$ cat src/core/ecpf_pkg.sv
// shared constants and types for the ecp port fifo and mode control core
package ecpf_pkg;

  // register offsets from the port base
  localparam logic [10:0] OFF_DATA = 11'h000;
  localparam logic [10:0] OFF_STATUS = 11'h001;
  localparam logic [10:0] OFF_CONTROL = 11'h002;
  localparam logic [10:0] OFF_FIFO = 11'h400;
  localparam logic [10:0] OFF_CFGB = 11'h401;
  localparam logic [10:0] OFF_ECR = 11'h402;

  // fixed and reset values
  localparam logic [7:0] CFGA_VALUE = 8'h10;
  localparam logic [2:0] CFGB_IRQ_RST = 3'h0;
  localparam logic [2:0] LOW_ONES = 3'h7;
  localparam logic [1:0] CTL_TOP_ONES = 2'h3;

  // extended control and configuration B field positions
  localparam int ECR_MODE_LSB = 5;
  localparam int ECR_MASK_BIT = 4;
  localparam int ECR_DMA_BIT = 3;
  localparam int ECR_SVC_BIT = 2;
  localparam int CFGB_IRQ_LSB = 3;

  // line control field positions
  localparam int CTL_STROBE = 0;
  localparam int CTL_AUTOFD = 1;
  localparam int CTL_INIT = 2;
  localparam int CTL_SELIN = 3;
  localparam int CTL_DIR = 5;

  // synchronised pin vector layout
  localparam int PIN_BUSY = 8;
  localparam int PIN_ACK = 9;
  localparam int PIN_FAULT = 10;
  localparam int PIN_IRQ = 11;
  localparam int PIN_PERR = 12;
  localparam int PIN_SEL = 13;
  localparam int PIN_W = 14;

  typedef enum logic [2:0] {
    MODE_STD = 3'h0,
    MODE_BIDIR = 3'h1,
    MODE_COMPAT_FIFO_WINDOW = 3'h2,
    MODE_ECP = 3'h3,
    MODE_EPP = 3'h4,
    MODE_RSVD = 3'h5,
    MODE_TEST = 3'h6,
    MODE_CONFIG = 3'h7
  } ecpf_mode_type;

  typedef enum logic [2:0] {
    XF_IDLE = 3'h0,
    XF_SETUP = 3'h1,
    XF_STROBE = 3'h2,
    XF_DONE = 3'h3,
    XF_RXREQ = 3'h4,
    XF_RXACK = 3'h5
  } ecpf_xfer_type;

  // host register access group
  typedef struct packed {
    logic wr;
    logic rd;
    logic dma_ack;
    logic dma_tc;
    logic [10:0] addr;
    logic [7:0] wdata;
  } ecpf_host_type;

  // peripheral-facing output group
  typedef struct packed {
    logic [7:0] pd;
    logic pd_oe;
    logic strobe_n;
    logic autofd_n;
    logic init_n;
    logic selectin_n;
  } ecpf_line_type;

endpackage

$ cat src/core/ecpf_core.sv
// fifo, mode selection and extended control core of the ecp parallel port
`timescale 1ns/1ps

// Notes on behaviour
// - mode 010 sends fifo bytes forward with the standard strobe handshake
// - mode 011 forward sends fifo bytes with the ecp handshake automatically
// - mode 011 reverse collects peripheral bytes into the fifo for host reads
// - mode 110 fifo is host accessible both ways, never strobed out
// - first configuration register always reads 10h
// - second configuration register bit 7 reads zero, writes ignored
// - bit 6 of second configuration register shows the bus irq line level
// - bits 5..3 of second configuration register hold the irq selection code
// - low three bits of second configuration register read ones, ignore writes
// - extended control top bits select mode; mode 000 clears the fifo
// - mode 001 lets direction float data lines; data reads return line levels
// - mode 011 command and data windows share one ordered queue
// - mode 100 active only with enhanced option; 101 reserved
// - mode 111 maps configuration registers at 400h and 401h
// - fault mask bit gates fault pulses, including on clearing while asserted
// - dma allow bit enables dma; zero disables it unconditionally
// - service flag blocks dma and service irqs; hardware sets, software clears
// - flag set on terminal count with dma, else on fifo thresholds
// - full bit reads one when no entry is free
// - empty bit reads one when fifo holds nothing
// - all windows share one 16-entry byte fifo
// - status, control and extended control reachable in every mode
// - only modes 000 and 001 may change to any mode; others may only go back to 000 or 001
// - direction ignored in modes 000 and 010; elsewhere one means input
// - dma request pin asserts while dma allowed and fifo needs service
module ecpf_core #(
  parameter int DEPTH = 16,
  parameter int AW = $clog2(DEPTH)
) (
  input wire logic i_mclk,
  input wire logic i_sys_rst,
  input wire ecpf_pkg::ecpf_host_type i_host,
  output logic [7:0] o_io_rdata,
  output logic o_dma_request_pin,
  output logic o_service_irq,
  output logic o_fault_irq,
  output logic o_epp_active,
  input wire logic i_epp_option,
  input wire logic [AW:0] i_free_space_level,
  input wire logic [AW:0] i_fill_level,
  input wire logic [7:0] i_pd,
  input wire logic i_busy,
  input wire logic i_ack_n,
  input wire logic i_peripheral_fault_n,
  input wire logic i_perror,
  input wire logic i_select,
  input wire logic i_irq_line_sample,
  output ecpf_pkg::ecpf_line_type o_line
);

  initial begin
    if (DEPTH < 2 || (1 << AW) != DEPTH) begin
      $error("fifo depth must be a power of two of at least 2");
    end
  end

  localparam logic [AW:0] FULL_CNT = (AW + 1)'(DEPTH);

  ////////////////////////////////////////////////////////////////////////
  // state record and decode helpers

  typedef struct packed {
    logic [ecpf_pkg::PIN_W-1:0] s1;
    logic [ecpf_pkg::PIN_W-1:0] s2;
    logic [ecpf_pkg::PIN_W-1:0] s3;
    logic [ecpf_pkg::PIN_W-1:0] filt;
    ecpf_pkg::ecpf_mode_type mode;
    logic [5:0] ctl;
    logic [7:0] latch;
    logic [2:0] irq_sel;
    logic mask;
    logic dma;
    logic svc;
    logic [AW-1:0] wp;
    logic [AW-1:0] rp;
    logic [AW:0] cnt;
    ecpf_pkg::ecpf_xfer_type xf;
    logic [7:0] tx_byte;
    logic tx_cmd;
    logic [7:0] rdata;
    logic svc_irq;
    logic fault_irq;
  } ecpf_state_type;

  ecpf_state_type r_reg;
  ecpf_state_type r_next;
  logic push;
  logic pop;
  logic [8:0] push_data;
  logic [8:0] mem_rd;
  logic dir;
  logic full;
  logic empty;
  logic fifo_md;
  logic hst_fifo;
  logic svc_event;

  // modes that move bytes through the shared fifo
  function automatic logic is_fifo_mode(input ecpf_pkg::ecpf_mode_type m);
    return m == ecpf_pkg::MODE_COMPAT_FIFO_WINDOW || m == ecpf_pkg::MODE_ECP || m == ecpf_pkg::MODE_TEST;
  endfunction

  function automatic logic is_plain_mode(input logic [2:0] m);
    return m == ecpf_pkg::MODE_STD || m == ecpf_pkg::MODE_BIDIR;
  endfunction

  // direction has no effect where the lines always drive out
  always_comb begin
    dir = r_reg.ctl[ecpf_pkg::CTL_DIR];
    if (r_reg.mode == ecpf_pkg::MODE_STD || r_reg.mode == ecpf_pkg::MODE_COMPAT_FIFO_WINDOW) begin
      dir = 1'b0;
    end
  end

  assign full = r_reg.cnt == FULL_CNT;
  assign empty = r_reg.cnt == '0;
  assign fifo_md = is_fifo_mode(r_reg.mode);
  // dma cycles always target the data fifo window
  assign hst_fifo = i_host.dma_ack ||
    (i_host.addr == ecpf_pkg::OFF_FIFO && r_reg.mode != ecpf_pkg::MODE_CONFIG);

  // service event: terminal count under dma, otherwise threshold levels
  always_comb begin
    svc_event = 1'b0;
    if (fifo_md && !r_reg.svc) begin
      if (r_reg.dma) begin
        svc_event = i_host.dma_ack && i_host.dma_tc;
      end else if (!dir) begin
        svc_event = (FULL_CNT - r_reg.cnt) >= i_free_space_level;
      end else begin
        svc_event = r_reg.cnt >= i_fill_level;
      end
    end
  end

  ////////////////////////////////////////////////////////////////////////
  // next state

  always_comb begin
    r_next = r_reg;
    r_next.svc_irq = 1'b0;
    r_next.fault_irq = 1'b0;
    push = 1'b0;
    pop = 1'b0;
    push_data = '0;
    // three-stage pin synchroniser; a change counts once stages two and three agree
    r_next.s1 = {i_select, i_perror, i_irq_line_sample, i_peripheral_fault_n,
                 i_ack_n, i_busy, i_pd};
    r_next.s2 = r_reg.s1;
    r_next.s3 = r_reg.s2;
    r_next.filt = ((r_reg.s2 ~^ r_reg.s3) & r_reg.s3) | ((r_reg.s2 ^ r_reg.s3) & r_reg.filt);

    // host writes
    if (i_host.wr) begin
      if (hst_fifo) begin
        // one shared queue for every window; writes to a full fifo are dropped
        if (!full && (r_reg.mode == ecpf_pkg::MODE_COMPAT_FIFO_WINDOW || r_reg.mode == ecpf_pkg::MODE_TEST ||
            (r_reg.mode == ecpf_pkg::MODE_ECP && !dir))) begin
          push = 1'b1;
          push_data = {1'b0, i_host.wdata};
        end
      end else begin
        unique case (i_host.addr)
          ecpf_pkg::OFF_DATA: begin
            if (r_reg.mode == ecpf_pkg::MODE_ECP) begin
              if (!dir && !full) begin
                push = 1'b1;
                push_data = {1'b1, i_host.wdata};
              end
            end else begin
              r_next.latch = i_host.wdata;
            end
          end
          ecpf_pkg::OFF_CONTROL: begin
            r_next.ctl = i_host.wdata[5:0];
          end
          ecpf_pkg::OFF_CFGB: begin
            if (r_reg.mode == ecpf_pkg::MODE_CONFIG) begin
              r_next.irq_sel = i_host.wdata[ecpf_pkg::CFGB_IRQ_LSB +: 3];
            end
          end
          ecpf_pkg::OFF_ECR: begin
            // leaving a non-plain mode is only allowed back into 000 or 001
            if (is_plain_mode(r_reg.mode) ||
                is_plain_mode(i_host.wdata[ecpf_pkg::ECR_MODE_LSB +: 3])) begin
              r_next.mode = ecpf_pkg::ecpf_mode_type'(
                i_host.wdata[ecpf_pkg::ECR_MODE_LSB +: 3]);
            end
            r_next.mask = i_host.wdata[ecpf_pkg::ECR_MASK_BIT];
            r_next.dma = i_host.wdata[ecpf_pkg::ECR_DMA_BIT];
            r_next.svc = i_host.wdata[ecpf_pkg::ECR_SVC_BIT];
            // clearing the mask while the fault is already low raises a pulse
            if (r_reg.mode == ecpf_pkg::MODE_ECP && r_reg.mask &&
                !i_host.wdata[ecpf_pkg::ECR_MASK_BIT] && !r_reg.filt[ecpf_pkg::PIN_FAULT]) begin
              r_next.fault_irq = 1'b1;
            end
          end
          default: begin
          end
        endcase
      end
    end

    // host reads; answer is registered
    if (i_host.rd) begin
      r_next.rdata = '0;
      if (hst_fifo) begin
        r_next.rdata = mem_rd[7:0];
        if (!empty && (r_reg.mode == ecpf_pkg::MODE_TEST ||
            (r_reg.mode == ecpf_pkg::MODE_ECP && dir))) begin
          pop = 1'b1;
        end
      end else begin
        unique case (i_host.addr)
          ecpf_pkg::OFF_DATA: begin
            r_next.rdata = (r_reg.mode == ecpf_pkg::MODE_BIDIR) ?
              r_reg.filt[7:0] : r_reg.latch;
          end
          ecpf_pkg::OFF_STATUS: begin
            r_next.rdata = {~r_reg.filt[ecpf_pkg::PIN_BUSY], r_reg.filt[ecpf_pkg::PIN_ACK],
              r_reg.filt[ecpf_pkg::PIN_PERR], r_reg.filt[ecpf_pkg::PIN_SEL],
              r_reg.filt[ecpf_pkg::PIN_FAULT], ecpf_pkg::LOW_ONES};
          end
          ecpf_pkg::OFF_CONTROL: begin
            r_next.rdata = {ecpf_pkg::CTL_TOP_ONES, r_reg.ctl};
          end
          ecpf_pkg::OFF_FIFO: begin
            r_next.rdata = ecpf_pkg::CFGA_VALUE;
          end
          ecpf_pkg::OFF_CFGB: begin
            if (r_reg.mode == ecpf_pkg::MODE_CONFIG) begin
              r_next.rdata = {1'b0, r_reg.filt[ecpf_pkg::PIN_IRQ], r_reg.irq_sel,
                ecpf_pkg::LOW_ONES};
            end
          end
          ecpf_pkg::OFF_ECR: begin
            r_next.rdata = {r_reg.mode, r_reg.mask, r_reg.dma, r_reg.svc,
              full, empty};
          end
          default: begin
          end
        endcase
      end
    end

    // fault pulse on the falling edge of the filtered fault line
    if (r_reg.mode == ecpf_pkg::MODE_ECP && !r_reg.mask &&
        r_reg.filt[ecpf_pkg::PIN_FAULT] && !r_next.filt[ecpf_pkg::PIN_FAULT]) begin
      r_next.fault_irq = 1'b1;
    end

    // hardware set wins over a software clear in the same cycle
    if (svc_event) begin
      r_next.svc = 1'b1;
      r_next.svc_irq = 1'b1;
    end

    // automatic line handshake
    unique case (r_reg.xf)
      ecpf_pkg::XF_IDLE: begin
        if (!empty && (r_reg.mode == ecpf_pkg::MODE_COMPAT_FIFO_WINDOW ||
            (r_reg.mode == ecpf_pkg::MODE_ECP && !dir))) begin
          pop = 1'b1;
          r_next.tx_byte = mem_rd[7:0];
          r_next.tx_cmd = mem_rd[8] && r_reg.mode == ecpf_pkg::MODE_ECP;
          r_next.xf = ecpf_pkg::XF_SETUP;
        end else if (!full && r_reg.mode == ecpf_pkg::MODE_ECP && dir) begin
          r_next.xf = ecpf_pkg::XF_RXREQ;
        end
      end
      ecpf_pkg::XF_SETUP: begin
        if (!r_reg.filt[ecpf_pkg::PIN_BUSY]) begin
          r_next.xf = ecpf_pkg::XF_STROBE;
        end
      end
      ecpf_pkg::XF_STROBE: begin
        if (r_reg.filt[ecpf_pkg::PIN_BUSY]) begin
          r_next.xf = ecpf_pkg::XF_DONE;
        end
      end
      ecpf_pkg::XF_DONE: begin
        if (!r_reg.filt[ecpf_pkg::PIN_BUSY]) begin
          r_next.xf = ecpf_pkg::XF_IDLE;
        end
      end
      ecpf_pkg::XF_RXREQ: begin
        // busy low while the peripheral clocks marks a command byte
        if (!r_reg.filt[ecpf_pkg::PIN_ACK]) begin
          push = 1'b1;
          push_data = {~r_reg.filt[ecpf_pkg::PIN_BUSY], r_reg.filt[7:0]};
          r_next.xf = ecpf_pkg::XF_RXACK;
        end
      end
      ecpf_pkg::XF_RXACK: begin
        if (r_reg.filt[ecpf_pkg::PIN_ACK]) begin
          r_next.xf = ecpf_pkg::XF_IDLE;
        end
      end
      default: begin
        r_next.xf = ecpf_pkg::XF_IDLE;
      end
    endcase

    // pointer and count bookkeeping
    if (push) begin
      r_next.wp = r_reg.wp + 1'b1;
    end
    if (pop) begin
      r_next.rp = r_reg.rp + 1'b1;
    end
    r_next.cnt = r_reg.cnt + (AW + 1)'(push) - (AW + 1)'(pop);

    // a transfer cut off by a mode change is abandoned
    if (!fifo_md || (r_reg.mode == ecpf_pkg::MODE_TEST)) begin
      r_next.xf = ecpf_pkg::XF_IDLE;
    end
    // standard mode holds the fifo cleared
    if (r_reg.mode == ecpf_pkg::MODE_STD) begin
      r_next.wp = '0;
      r_next.rp = '0;
      r_next.cnt = '0;
    end
  end

  ////////////////////////////////////////////////////////////////////////
  // state register and storage

  always_ff @(posedge i_mclk or posedge i_sys_rst) begin
    if (i_sys_rst) begin
      r_reg <= '0;
      r_reg.mode <= ecpf_pkg::MODE_STD;
      r_reg.xf <= ecpf_pkg::XF_IDLE;
      r_reg.irq_sel <= ecpf_pkg::CFGB_IRQ_RST;
      r_reg.svc <= 1'b1;
      r_reg.s1 <= '1;
      r_reg.s2 <= '1;
      r_reg.s3 <= '1;
      r_reg.filt <= '1;
    end else begin
      r_reg <= r_next;
    end
  end

  // read address follows the next pointer so the head byte is always current
  ecpf_fifo_mem #(
    .WIDTH(9),
    .DEPTH(DEPTH),
    .AW(AW)
  ) u_mem (
    .i_mclk(i_mclk),
    .i_sys_rst(i_sys_rst),
    .i_wr_en(push),
    .i_wr_addr(r_reg.wp),
    .i_wr_data(push_data),
    .i_rd_addr(r_next.rp),
    .o_rd_data(mem_rd)
  );

  ////////////////////////////////////////////////////////////////////////
  // outputs

  assign o_io_rdata = r_reg.rdata;
  assign o_service_irq = r_reg.svc_irq;
  assign o_fault_irq = r_reg.fault_irq;
  assign o_epp_active = r_reg.mode == ecpf_pkg::MODE_EPP && i_epp_option;
  // request only while allowed, unblocked and the fifo has room or data
  assign o_dma_request_pin = r_reg.dma && !r_reg.svc && fifo_md &&
    (dir ? !empty : !full);

  // in automatic modes the handshake owns strobe, and in mode 011 also autofd
  always_comb begin
    o_line.pd = is_plain_mode(r_reg.mode) ? r_reg.latch : r_reg.tx_byte;
    o_line.pd_oe = !dir;
    o_line.strobe_n = !r_reg.ctl[ecpf_pkg::CTL_STROBE];
    o_line.autofd_n = !r_reg.ctl[ecpf_pkg::CTL_AUTOFD];
    o_line.init_n = r_reg.ctl[ecpf_pkg::CTL_INIT];
    o_line.selectin_n = !r_reg.ctl[ecpf_pkg::CTL_SELIN];
    if (r_reg.mode == ecpf_pkg::MODE_COMPAT_FIFO_WINDOW || r_reg.mode == ecpf_pkg::MODE_ECP) begin
      o_line.strobe_n = r_reg.xf != ecpf_pkg::XF_STROBE;
      if (r_reg.mode == ecpf_pkg::MODE_ECP) begin
        o_line.autofd_n = dir ? (r_reg.xf != ecpf_pkg::XF_RXREQ) : !r_reg.tx_cmd;
      end
    end else if (r_reg.mode == ecpf_pkg::MODE_TEST) begin
      o_line.strobe_n = 1'b1;
    end
  end
endmodule

$ cat src/core/ecpf_fifo_mem.sv
// byte storage of the shared fifo, registered read with write bypass
`timescale 1ns/1ps
module ecpf_fifo_mem #(
  parameter int WIDTH = 9,
  parameter int DEPTH = 16,
  parameter int AW = 4
) (
  input wire logic i_mclk,
  input wire logic i_sys_rst,
  input wire logic i_wr_en,
  input wire logic [AW-1:0] i_wr_addr,
  input wire logic [WIDTH-1:0] i_wr_data,
  input wire logic [AW-1:0] i_rd_addr,
  output logic [WIDTH-1:0] o_rd_data
);

  logic [WIDTH-1:0] mem [DEPTH];

  // the address must reach every entry
  initial begin
    if (WIDTH < 1 || DEPTH < 2 || (1 << AW) < DEPTH) begin
      $error("fifo storage parameters out of range");
    end
  end

  // array has no reset; contents are only read after being written
  always_ff @(posedge i_mclk) begin
    if (i_wr_en) begin
      mem[i_wr_addr] <= i_wr_data;
    end
  end

  // bypass lets a byte written into an empty fifo be read next cycle
  always_ff @(posedge i_mclk or posedge i_sys_rst) begin
    if (i_sys_rst) begin
      o_rd_data <= '0;
    end else if (i_wr_en && i_wr_addr == i_rd_addr) begin
      o_rd_data <= i_wr_data;
    end else begin
      o_rd_data <= mem[i_rd_addr];
    end
  end

endmodule

$ cat config.mk
export PLATFORM = sky130hd
export DESIGN_NAME = ecpf_core
export DESIGN_NICKNAME = d
export VERILOG_FILES = /design/src/core/ecpf_pkg.sv /design/src/core/ecpf_core.sv /design/src/core/ecpf_fifo_mem.sv
export SDC_FILE = /design/constraint.sdc
export NUM_CORES = 1
export LEC_CHECK = 0
export ABC_AREA = 1
export ABC_CLOCK_PERIOD_IN_PS = 4330
export BUFFER_PORTS_ARGS = -buffer_cell sky130_fd_sc_hd__buf_2
export CAP_MARGIN = 20
export CORE_MARGIN = 2
export CORE_UTILIZATION = 40
export DETAILED_ROUTE_END_ITERATION = 16
export GPL_TIMING_DRIVEN = 0
export SLEW_MARGIN = 10
export SYNTH_ARGS = -nofsm -noshare
export SYNTH_HDL_FRONTEND = slang
export SYNTH_SLANG_ARGS = --single-unit
$ cat constraint.sdc
create_clock -name i_mclk -period 4.33 [get_ports i_mclk]
set_clock_uncertainty 0.1 [all_clocks]
set_input_delay 1.0825 -clock i_mclk [delete_from_list [all_inputs] [get_ports i_mclk]]
set_output_delay 1.0825 -clock i_mclk [all_outputs]
set_load 0.1 [all_outputs]
=== Yosys cells after proc, flatten, opt, wreduce, memory -nomap -nowiden ===
Memory sizes are Yosys's and may differ from the RTL's. A register that Yosys moved wholly into a read port is not among the register bits.
Index checks and enable logic that the tools add are counted.

* Bits in registers: 114
* Memories kept: 1
* Input port bits: 50
* Bits in writable memories: 144
* Output and inout bits: 25

* Magnitude comparators: 2
* Reductions and logical operators: 63
* Eq/ne operators: 28
* Bitwise operators: 8
* Add/sub/neg operators: 5
* Mux-type cells: 60

{| class="wikitable"
|+ Memories
! memory !! depth !! width !! rd ports !! clocked after Yosys merged registers in !! wr ports !! line !! source
|-
| u_mem.mem || 16 || 9 || 1 || 1 || 1 || ecpf_fifo_mem.sv:17 || <nowiki>logic [WIDTH-1:0] mem [DEPTH];</nowiki>
|}

{| class="wikitable"
|+ Operators by type and width
! operator !! count
|-
| 9-bit two-way mux || 7
|-
| 8-bit one-hot mux with 6 select lines || 1
|-
| 1-bit two-way mux || 35
|-
| 11-bit equality test, second input constant || 3
|-
| 8-bit two-way mux || 4
|-
| 14-bit bitwise AND || 2
|-
| 3-bit two-way mux || 8
|-
| 1-bit logical AND || 22
|-
| 3-bit != test, second input constant || 7
|-
| 3-bit one-hot mux with 6 select lines || 1
|-
| 3-bit equality test, second input constant || 5
|-
| 14-bit bitwise OR || 1
|-
| 14-bit bitwise XNOR || 1
|-
| 14-bit XOR || 1
|-
| 1-bit logical NOT || 13
|-
| 13-bit two-way mux || 1
|-
| 3-bit by 2-bit equality test with 1-bit output, second input constant || 4
|-
| 1-bit logical OR || 12
|-
| 4-bit AND reduction || 3
|-
| 11-bit by 1-bit equality test with 1-bit output, second input constant || 1
|-
| 11-bit by 2-bit equality test with 1-bit output, second input constant || 1
|-
| 11-bit logical NOT || 1
|-
| 5-bit >= comparator || 2
|-
| 3-bit by 1-bit equality test with 1-bit output, second input constant || 3
|-
| other kinds (17) || 27
|}

=== Logic depth before layout (Yosys ltp) ===
Gate-level depths: netlist (run 1).

* Depth after elaboration: 15
* Gate-level depth with buffers: 21
* Depth with buffers taken out: 19

=== Hierarchy ===
Synthesis (run 1) repeated with hierarchy kept, for this count alone.

* Cells, all modules: 1,316
* Area, all modules: 12,597.1 sq um

{| class="wikitable"
|+ Modules (own cells, without submodules)
! module !! area each (sq um) !! seq. area each (sq um) !! instances !! cells an instance
|-
| ecpf_fifo_mem || 6,670.1 || 4,549.4 || 1 || 653
|-
| ecpf_core || 5,926.9 || 2,924.1 || 1 || 663
|}

=== Worst setup path before layout (run 1) ===
Ideal clock, no wire load.

* Kind: reg2out
* Start point: register r_reg[23] in the netlist's numbering
* End point: output port o_dma_request_pin
* Path buffers: 0
* Arrival: 3.194 ns
* Setup slack: -0.047 ns
* Required time: 3.148 ns
* Cell stages (with the launch flop): 9
* Cells stage by stage: dfrtp_1 > inv_1 > ha_1 > nand2_1 > inv_1 > ha_1 > nor2_1 > a21oi_1 > nor3_1

* Cells in the longest elaborated chain, start to end: 4

{| class="wikitable"
|+ Ends and longest elaborated chain
! element !! line !! source
|-
| start, declared || ecpf_core.sv:89 || <nowiki>ecpf_state_type r_reg;</nowiki>
|-
| start signal, assigned || ecpf_core.sv:344 || <nowiki>r_reg <= r_next;</nowiki>
|-
| 5-bit equality test / 5-bit logical NOT (equally long branches) || ecpf_core.sv:119, ecpf_core.sv:120 ||
|-
| 1-bit logical NOT || ecpf_core.sv:372 || <nowiki>(dir ? !empty : !full);</nowiki>
|-
| 1-bit two-way mux (*) || ecpf_core.sv:372 ||
|-
| 1-bit logical AND (*) || ecpf_core.sv:371 || <nowiki>assign o_dma_request_pin = r_reg.dma && !r_reg.svc && fifo_md &&</nowiki>
|-
| end, declared || ecpf_core.sv:38 || <nowiki>output logic o_dma_request_pin,</nowiki>
|}

Mark *: on every way between the ends. The rest lies on a longest branch, timed or not.

==> results of run 1 <==
[how the worst max path moves through the flow]
stage | from | to | slack (ns)
detailed placement | i_host[11] | r_reg[26] | -0.08
finish | i_host[11] | r_reg[26] | 0.51
floorplan | r_reg[57] | o_line[10] | 0.28
global route | i_host[11] | r_reg[26] | 0.22
CTS | i_host[11] | r_reg[26] | 0.50
global placement | i_host[11] | u_mem.mem[11][2] | -0.42
[Yosys cell counts (5+ instances only)]
cell	count
a21o_1	13
a21oi_1	29
buf_1	5
buf_2	12
buf_4	19
clkbuf_1	23
dfrtp_1	66
dfstp_2	57
edfxtp_1	144
ha_1	39
inv_1	261
inv_2	5
nand2_1	230
nand3_1	146
nand3_2	5
nand4_1	96
nor2_1	35
o2111ai_1	6
o211ai_1	6
o21ai_0	68
[layout make-up]
cell class	count	area, um^2
fillers	2985	16590
flip-flops and latches	267	7473
multi-input cells	720	4008
inverters	270	1022
clock buffers	42	893.4
repair buffers	85	556.8
well taps	402	503.0
plain buffers	59	307.8
clock inverters	14	122.6
[stage by stage]
step,hold WS (ns),area [um^2],power (uW)
after floorplan,0.2452,12780,2946
after global placement,0.2463,13650,3030
after detailed placement,0.2469,13870,3048
after CTS,0.2508,14890,5627
after global routing,0.2573,14890,5746
final,0.2509,14890,5586
[layer usage]
metal,track usage,up-vias,part of all wire
li1,-,4609,-
met1,0.2870,4595,0.46
met2,0.3357,294,0.46
met3,0.02894,53,0.061
met4,0.05581,0,0.024
met5,0,-,0
[cell usage in the layout (no fill, tap or decap), types with 8 or more instances in the layout]
master,synthesis,final
buf_4,19,19
buf_8,0,8
nand2_1,230,230
clkbuf_16,0,33
o21ai_2,0,8
edfxtp_1,144,144
dfrtp_1,66,66
nor2_1,35,35
buf_2,12,85
clkbuf_1,23,28
o21ai_0,68,60
a21o_1,13,13
ha_1,39,39
nand3_1,146,146
inv_1,261,260
nand4_1,96,96
a21oi_1,29,28
dfstp_2,57,57
[logic make-up (layout without fill, tap and decap cells)]
kind of cell / Yosys count / in the layout
DFF: 267 / 267
AOI/OAI and AO/OA: 141 / 141
muxes: 1 / 1
adders and majority gates: 40 / 40
buffers and inverters: 329 / 470
xor gates and xnor gates: 8 / 8
and+or+nand+nor: 530 / 530
[power by group through the flow]
stage,combinational (uW),clock (uW),sequential (uW)
floorplan,144,0,2800
CTS,236,2620,2770
global route,256,2720,2770
finish,233,2590,2770
detailed placement,235,0,2810
global placement,216,0,2810
==> summary.txt, run 1 <==
Outcome
  • Status: finished clean

STA
  • Slew headroom: 0.5316
  • Tightest Pin Transition: 0.7025 ns
  • RSZ-0062 raised after global routing: no
  • TNS Setup: 0 ns
  • Final Max Slew Viols: 0
  • Setup-failing EPs final: 0
  • Final period util: 0.8816
  • Fin. Hold Viols: 0
  • Final min period: 3.817 ns
  • Setup WS post-layout: 0.5127 ns
  • Achievable Freq: 262.0 MHz

Logic synthesis
  • Post-synth top flop: edfxtp_1
  • Mapped Cells: 1316
  • Mux share of post-synthesis cell area: 0.0008823
  • Net Count, Synth: 1406
  • Synth Area in Simple Gates: 0.1984
  • Post-synthesis xor/xnor area fraction: 0.006666
  • Synthesized cell area: 12760 um^2
  • Sequential-to-total area share from yosys stat: 0.5855
  • Syn Area/Cell: 9.699 um^2
  • Yosys Warn Count: 0
  • Main combinational cell family by area after synthesis: simple AND/OR/NAND/NOR gates
  • Area contributors post-synth: edfxtp_1 (34%), dfrtp_1 (13%), dfstp_2 (12%)
  • Post-synth EDFFs: 144
  • Flops & latches, synth: 267
  • Compound-Gate Fraction of Synth Area: 0.06480
  • Async SR Flop Fraction: 0.4607
  • Adder-Cell Fraction of Synth Area: 0.03980
  • Dominant cell type by area after synthesis: edfxtp_1
  • Yosys top cell area share: 0.3388
  • Post-synth cell types: 49

Cells and area
  • Area grow syn2layout: 16.64%
  • Diodes inserted: 0
  • Max reg flops: 144
  • # nets final: 1524
  • Final Non-Filler Cells: 1859
  • Layout cells sized above 1: 0.1784
  • Util after Layout: 0.4730

CTS
  • Post-CTS Resized: 0
  • Clock Latency Late Sink: 0.56 ns
  • Num CTS Buffers: 31
  • Post-CTS setup buffers: 0
  • CTS tree: built
  • Clock slew at reported path FFs: 0.06 ns
  • Clock Sinks: 267
  • H-tree depth: 1
  • Hold Buf Count CTS: 0
  • CTS Buffer Depth: 3
  • Root Buffer: clkbuf_16

Setup path
  • Slowest stage delay, CP: 0.43 ns
  • Crit path depth: 19
  • Reg2reg path depth: 17
  • CP Max Fanout: 10
  • Cell chain of the critical path: buf_2 -> nor2_1 -> nand2_1 -> nor2_1 -> nand3_1 -> nand2_1 -> buf_2 -> nand4_1 -> nand3_2 -> inv_1 -> ha_1 -> inv_1 -> ha_1 -> fa_1 -> nand2_1 -> a21oi_1 -> nor2_1 -> xor2_1 -> nor2_1
  • Worst Path Arrival: 4.14 ns
  • Crit path max-delay family: simple AND/OR/NAND/NOR gates
  • Crit Reg-Reg Startpoint: r_reg[57]
  • CP Buf/Inv Count: 4
  • Crit. End Element: flop
  • Setup Crit Path Kind: input port to flop
  • Worst R2R End: r_reg[26]
  • CP dominant cell by count: nor2_1
  • Flop-to-flop setup slack: 0.75 ns
  • CP Data Required Time: 4.65 ns
  • Slowest cell on the critical path: fa_1
  • CP startpoint kind: input port

Route
  • Wirelength per Cell: 18.31 um
  • Vias: 9551
  • DRT Pass-1 Iters: 5
  • First DRT Iteration DRCs: 804
  • DRC Markers: 0
  • Antenna-violating nets left: 0
  • DR vias/cell: 5.138
  • DRT Wirelength: 34040 um

Power and ir drop
  • NetSw: 1223 uW
  • Pwr Density: 375.2 nW/um^2
  • Internal power: 4363 uW
  • Gate power share: 0.042
  • Switching part of the total: 0.2189
  • Clock group share of total power: 0.463
  • LEAKAGE: 0.006971 uW
  • Sequential Power Share: 0.495
  • Max IR drop VDD: 0.0002724 V

Hold path
  • Hold Crit Depth: 0
  • Hold Path Class: flop to flop
  • Hold Crit Start: r_next[93]
  • Hold endpoint: r_next[79]

Floorplanning
  • Initial Util: 0.4055
  • Core Rows: 65
  • Die area: 33350 um^2
  • Top-Level Pins: 75
  • Area of the core: 31470 um^2
  • Die Width: 182.6 um
  • Die Ht: 182.6 um

Global route
  • Initial antenna violation count: 0
  • Global-route wire length before repair: 52620 um
  • Pin count of the biggest net entering global routing: 39
  • GRT Total Usage: 0.2053
  • Congestion Overflow GR: 0
  • Vias in the first global route: 9332

Run
  • Number of max-cap violations: 0

Placed design
  • IO buf count: 73
  • RePlAce Congestion: 0.9474
  • Placed Cells incl. Taps: 1803
  • Hpwl dp: 25000 um
  • Worst slack, placed: -0.08288 ns
No activity file was read; power rests on OpenSTA's default activity.
==> inputs of run 2 (changes only) <==
--- a/config.mk
+++ b/config.mk
@@ -5,14 +5,13 @@
 export SDC_FILE = /design/constraint.sdc
 export NUM_CORES = 1
 export LEC_CHECK = 0
-export ABC_AREA = 1
 export ABC_CLOCK_PERIOD_IN_PS = 4330
 export BUFFER_PORTS_ARGS = -buffer_cell sky130_fd_sc_hd__buf_2
-export CAP_MARGIN = 20
 export CORE_MARGIN = 2
 export CORE_UTILIZATION = 40
 export DETAILED_ROUTE_END_ITERATION = 16
 export GPL_TIMING_DRIVEN = 0
+export MAX_ROUTING_LAYER = met4
 export SLEW_MARGIN = 10
 export SYNTH_ARGS = -nofsm -noshare
 export SYNTH_HDL_FRONTEND = slang
==> summary.txt, run 2 <==
Logic synthesis
  • Async SR Flop Fraction: 0.4607 (unchanged)
  • Flops & latches, synth: 267 (unchanged)
  • Yosys top cell area share: 0.3634 (was 0.3388)
  • Synth cell count leaders: edfxtp_1 (144), nand2_1 (106), dfrtp_1 (66) (was inv_1 (261), nand2_1 (230), nand3_1 (146))
  • Post-synth top flop: edfxtp_1 (unchanged)
  • Post-synth EDFFs: 144 (unchanged)
  • Yosys Warn Count: 0 (unchanged)
  • Post-synth cell types: 69 (was 49)
  • Syn Area/Cell: 12.53 um^2 (was 9.699 um^2)
  • Dominant cell type by area after synthesis: edfxtp_1 (unchanged)
  • Synthesized cell area: 11900 um^2 (was 12760 um^2)
  • Cell with the most instances after synthesis: edfxtp_1 (was inv_1)
  • Area contributors post-synth: edfxtp_1 (36%), dfrtp_1 (14%), dfstp_2 (13%) (was edfxtp_1 (34%), dfrtp_1 (13%), dfstp_2 (12%))
  • Mapped Cells: 950 (was 1316)
  • Net Count, Synth: 1040 (was 1406)
  • Sequential-to-total area share from yosys stat: 0.6280 (was 0.5855)

STA
  • Final period util: 0.9785 (was 0.8816)
  • Final min period: 4.237 ns (was 3.817 ns)
  • TNS Setup: 0 ns (unchanged)
  • Fin. Hold Viols: 0 (unchanged)
  • Final Max Slew Viols: 0 (unchanged)
  • RSZ-0062 raised after global routing: no (unchanged)
  • Setup-failing EPs final: 0 (unchanged)
  • Achievable Freq: 236.0 MHz (was 262.0 MHz)
  • Tightest Pin Transition: 1.008 ns (was 0.7025 ns)
  • Worst hold slack: 0.2544 ns (was 0.2509 ns)
  • Slew headroom: 0.3282 (was 0.5316)
  • Setup WS post-layout: 0.09328 ns (was 0.5127 ns)

Placed design
  • RePlAce Congestion: 0.9457 (was 0.9474)
  • Hpwl dp: 21260 um (was 25000 um)
  • IO buf count: 72 (was 73)
  • Worst slack, placed: -1.069 ns (was -0.08288 ns)

Power and ir drop
  • LEAKAGE: 0.005595 uW (was 0.006971 uW)
  • NetSw: 2976 uW (was 1223 uW)
  • Clock group share of total power: 0.291 (was 0.463)
  • Gate power share: 0.331 (was 0.042)
  • Switching part of the total: 0.3581 (was 0.2189)
  • Pwr Density: 593.0 nW/um^2 (was 375.2 nW/um^2)
  • Max IR drop VDD: 0.0003697 V (was 0.0002724 V)
  • Tot Pwr: 8309 uW (was 5586 uW)
  • Internal power: 5333 uW (was 4363 uW)
  • Sequential Power Share: 0.378 (was 0.495)

CTS
  • Clock slew at reported path FFs: 0.06 ns (about the same)
  • Clock Sinks: 267 (unchanged)
  • Clock Latency Late Sink: 0.57 ns (was 0.56 ns)
  • CTS tree: built (unchanged)
  • CTS Buffer Depth: 3 (unchanged)
  • Hold Buf Count CTS: 0 (unchanged)
  • Root Buffer: clkbuf_16 (unchanged)
  • Num CTS Buffers: 28 (was 31)
  • H-tree depth: 1 (unchanged)

Floorplanning
  • Core Rows: 63 (was 65)
  • Top-Level Pins: 75 (unchanged)
  • Die area: 31150 um^2 (was 33350 um^2)
  • Area of the core: 29480 um^2 (was 31470 um^2)
  • Die Ht: 176.5 um (was 182.6 um)
  • Die Width: 176.5 um (was 182.6 um)
  • Initial Util: 0.4037 (was 0.4055)

Cells and area
  • Most frequent cells in the layout: edfxtp_1 (144), nand2_1 (106), buf_2 (86) (was inv_1 (260), nand2_1 (230), nand3_1 (146))
  • Area grow syn2layout: 17.74% (was 16.64%)
  • Commonest non-fill, non-tap cell in the layout: edfxtp_1 (was inv_1)
  • Layout cells sized above 1: 0.2548 (was 0.1784)
  • # nets final: 1155 (was 1524)
  • Max reg flops: 144 (unchanged)
  • Util after Layout: 0.4753 (was 0.4730)
  • Diodes inserted: 0 (unchanged)

Global route
  • Congestion Overflow GR: 0 (unchanged)
  • Initial antenna violation count: 0 (unchanged)
  • Global-route wire length before repair: 45370 um (was 52620 um)
  • Pin count of the biggest net entering global routing: 37 (was 39)
  • GRT Total Usage: 0.1978 (was 0.2053)
  • Vias in the first global route: 7786 (was 9332)

Setup path
  • Flop-to-flop setup slack: 0.27 ns (was 0.75 ns)
  • Reg2reg path depth: 15 (was 17)
  • Setup Crit Path Kind: input port to flop (unchanged)
  • Worst Path Arrival: 4.58 ns (was 4.14 ns)
  • CP Data Required Time: 4.67 ns (was 4.65 ns)
  • Worst R2R End: u_mem.o_rd_data[6] (was r_reg[26])
  • Crit. End Element: flop (unchanged)
  • CP Max Fanout: 10 (unchanged)
  • CP startpoint kind: input port (unchanged)
  • Crit Reg-Reg Startpoint: r_reg[22] (was r_reg[57])

Route
  • First DRT Iteration DRCs: 705 (was 804)
  • Vias: 8034 (was 9551)
  • Antenna-violating nets left: 0 (unchanged)
  • DRC Markers: 0 (unchanged)
  • Wirelength per Cell: 20.22 um (was 18.31 um)
  • DRT Wirelength: 29870 um (was 34040 um)
  • DR vias/cell: 5.439 (was 5.138)
  • DRT Pass-1 Iters: 5 (unchanged)

Run
  • Number of max-cap violations: 0 (unchanged)

Hold path
  • Hold endpoint: r_next[76] (was r_next[79])
  • Hold Path Class: flop to flop (unchanged)
  • Hold Crit Start: r_next[90] (was r_next[93])
  • Hold Crit Depth: 0 (unchanged)

Outcome
  • Status: finished clean (unchanged)
[run 2: changes by cell type after synthesis, moves of 35 or more]
cell / change
inv_1: -226
nand2_1: -124
nand3_1: -85
nand4_1: -64
mux2i_1: +35
[run 2: metal layers]
| metal | wire length (um) | vias up | global-route usage |
|---|---|---|---|
| li1 | - | 3752 | - |
| met2 | 13840 | 301 | 0.3118 |
| met1 | 12920 | 3913 | 0.2605 |
| met5 | 0 | - | - |
| met3 | 1993 | 68 | 0.03144 |
| met4 | 1108 | 0 | 0.06990 |
[run 2: cell families after synthesis]
| kind of cell | count (synthesis) | synth area share |
|---|---|---|
| muxes | 65 | 0.05804 |
| DFF | 267 | 0.6280 |
| adders and majority gates | 40 | 0.04269 |
| buffers and inverters | 89 | 0.03312 |
| xor gates and xnor gates | 11 | 0.008096 |
| and+or+nand+nor | 301 | 0.1272 |
| AOI/OAI and AO/OA | 177 | 0.1028 |
[run 2: how the worst max path moves through the flow]
stage                         end  cells after the start  slack (ns)       start
2_1_floorplan           r_reg[26]                     14       -0.18  i_host[16]
3_3_place_gp      u_mem.mem[0][6]                      8       -1.32   i_host[8]
3_5_place_dp   u_mem.o_rd_data[6]                     12       -1.07  i_host[11]
4_1_cts                 r_reg[26]                     16        0.07  i_host[11]
5_1_grt        u_mem.o_rd_data[6]                     13        0.01  i_host[11]
6_report       u_mem.o_rd_data[6]                     13        0.09  i_host[11]
[run 2: timing repair]
item	4_1_cts	5_1_grt
setup buffers	1	5
resized for setup	7	8
pin swaps	1	3
endpoints found under the setup margin	10	7
[run 2: critical path: stages]
cell     delay, ns
buf_2         0.09
or4_1         0.50
buf_2         0.19
o41a_1        0.41
buf_2         0.20
o21ai_4       0.31
a311o_1       0.25
buf_2         0.26
buf_2         0.29
a22oi_1       0.15
a22oi_1       0.34
o22ai_1       0.14
o31ai_1       0.35
[run 2: through the flow]
step	instance area [um^2]	std cells
6_report	14010	1477
5_1_grt	14010	1477
4_1_cts	13930	1472
3_5_place_dp	12920	1420
3_3_place_gp	12790	1412
2_1_floorplan	11940	950
[run 2: cell type report]
class	instances	area (um^2)
multi-input combinational	594	4168
fill	2680	15470
inverter	37	147.6
clock inverter	12	110.1
clock buffer	40	852.1
tap	390	488.0
buffer	51	255.2
timing repair buffer	86	516.7
sequential	267	7473
[run 2: power by group through the flow]
stage / sequential (uW) / clock (uW) / combinational, uW
2_1_floorplan: 3130 / 0 / 1880
3_3_place_gp: 3180 / 0 / 2570
3_5_place_dp: 3190 / 0 / 2620
4_1_cts: 3140 / 2470 / 2660
5_1_grt: 3170 / 2570 / 2970
6_report: 3140 / 2420 / 2750
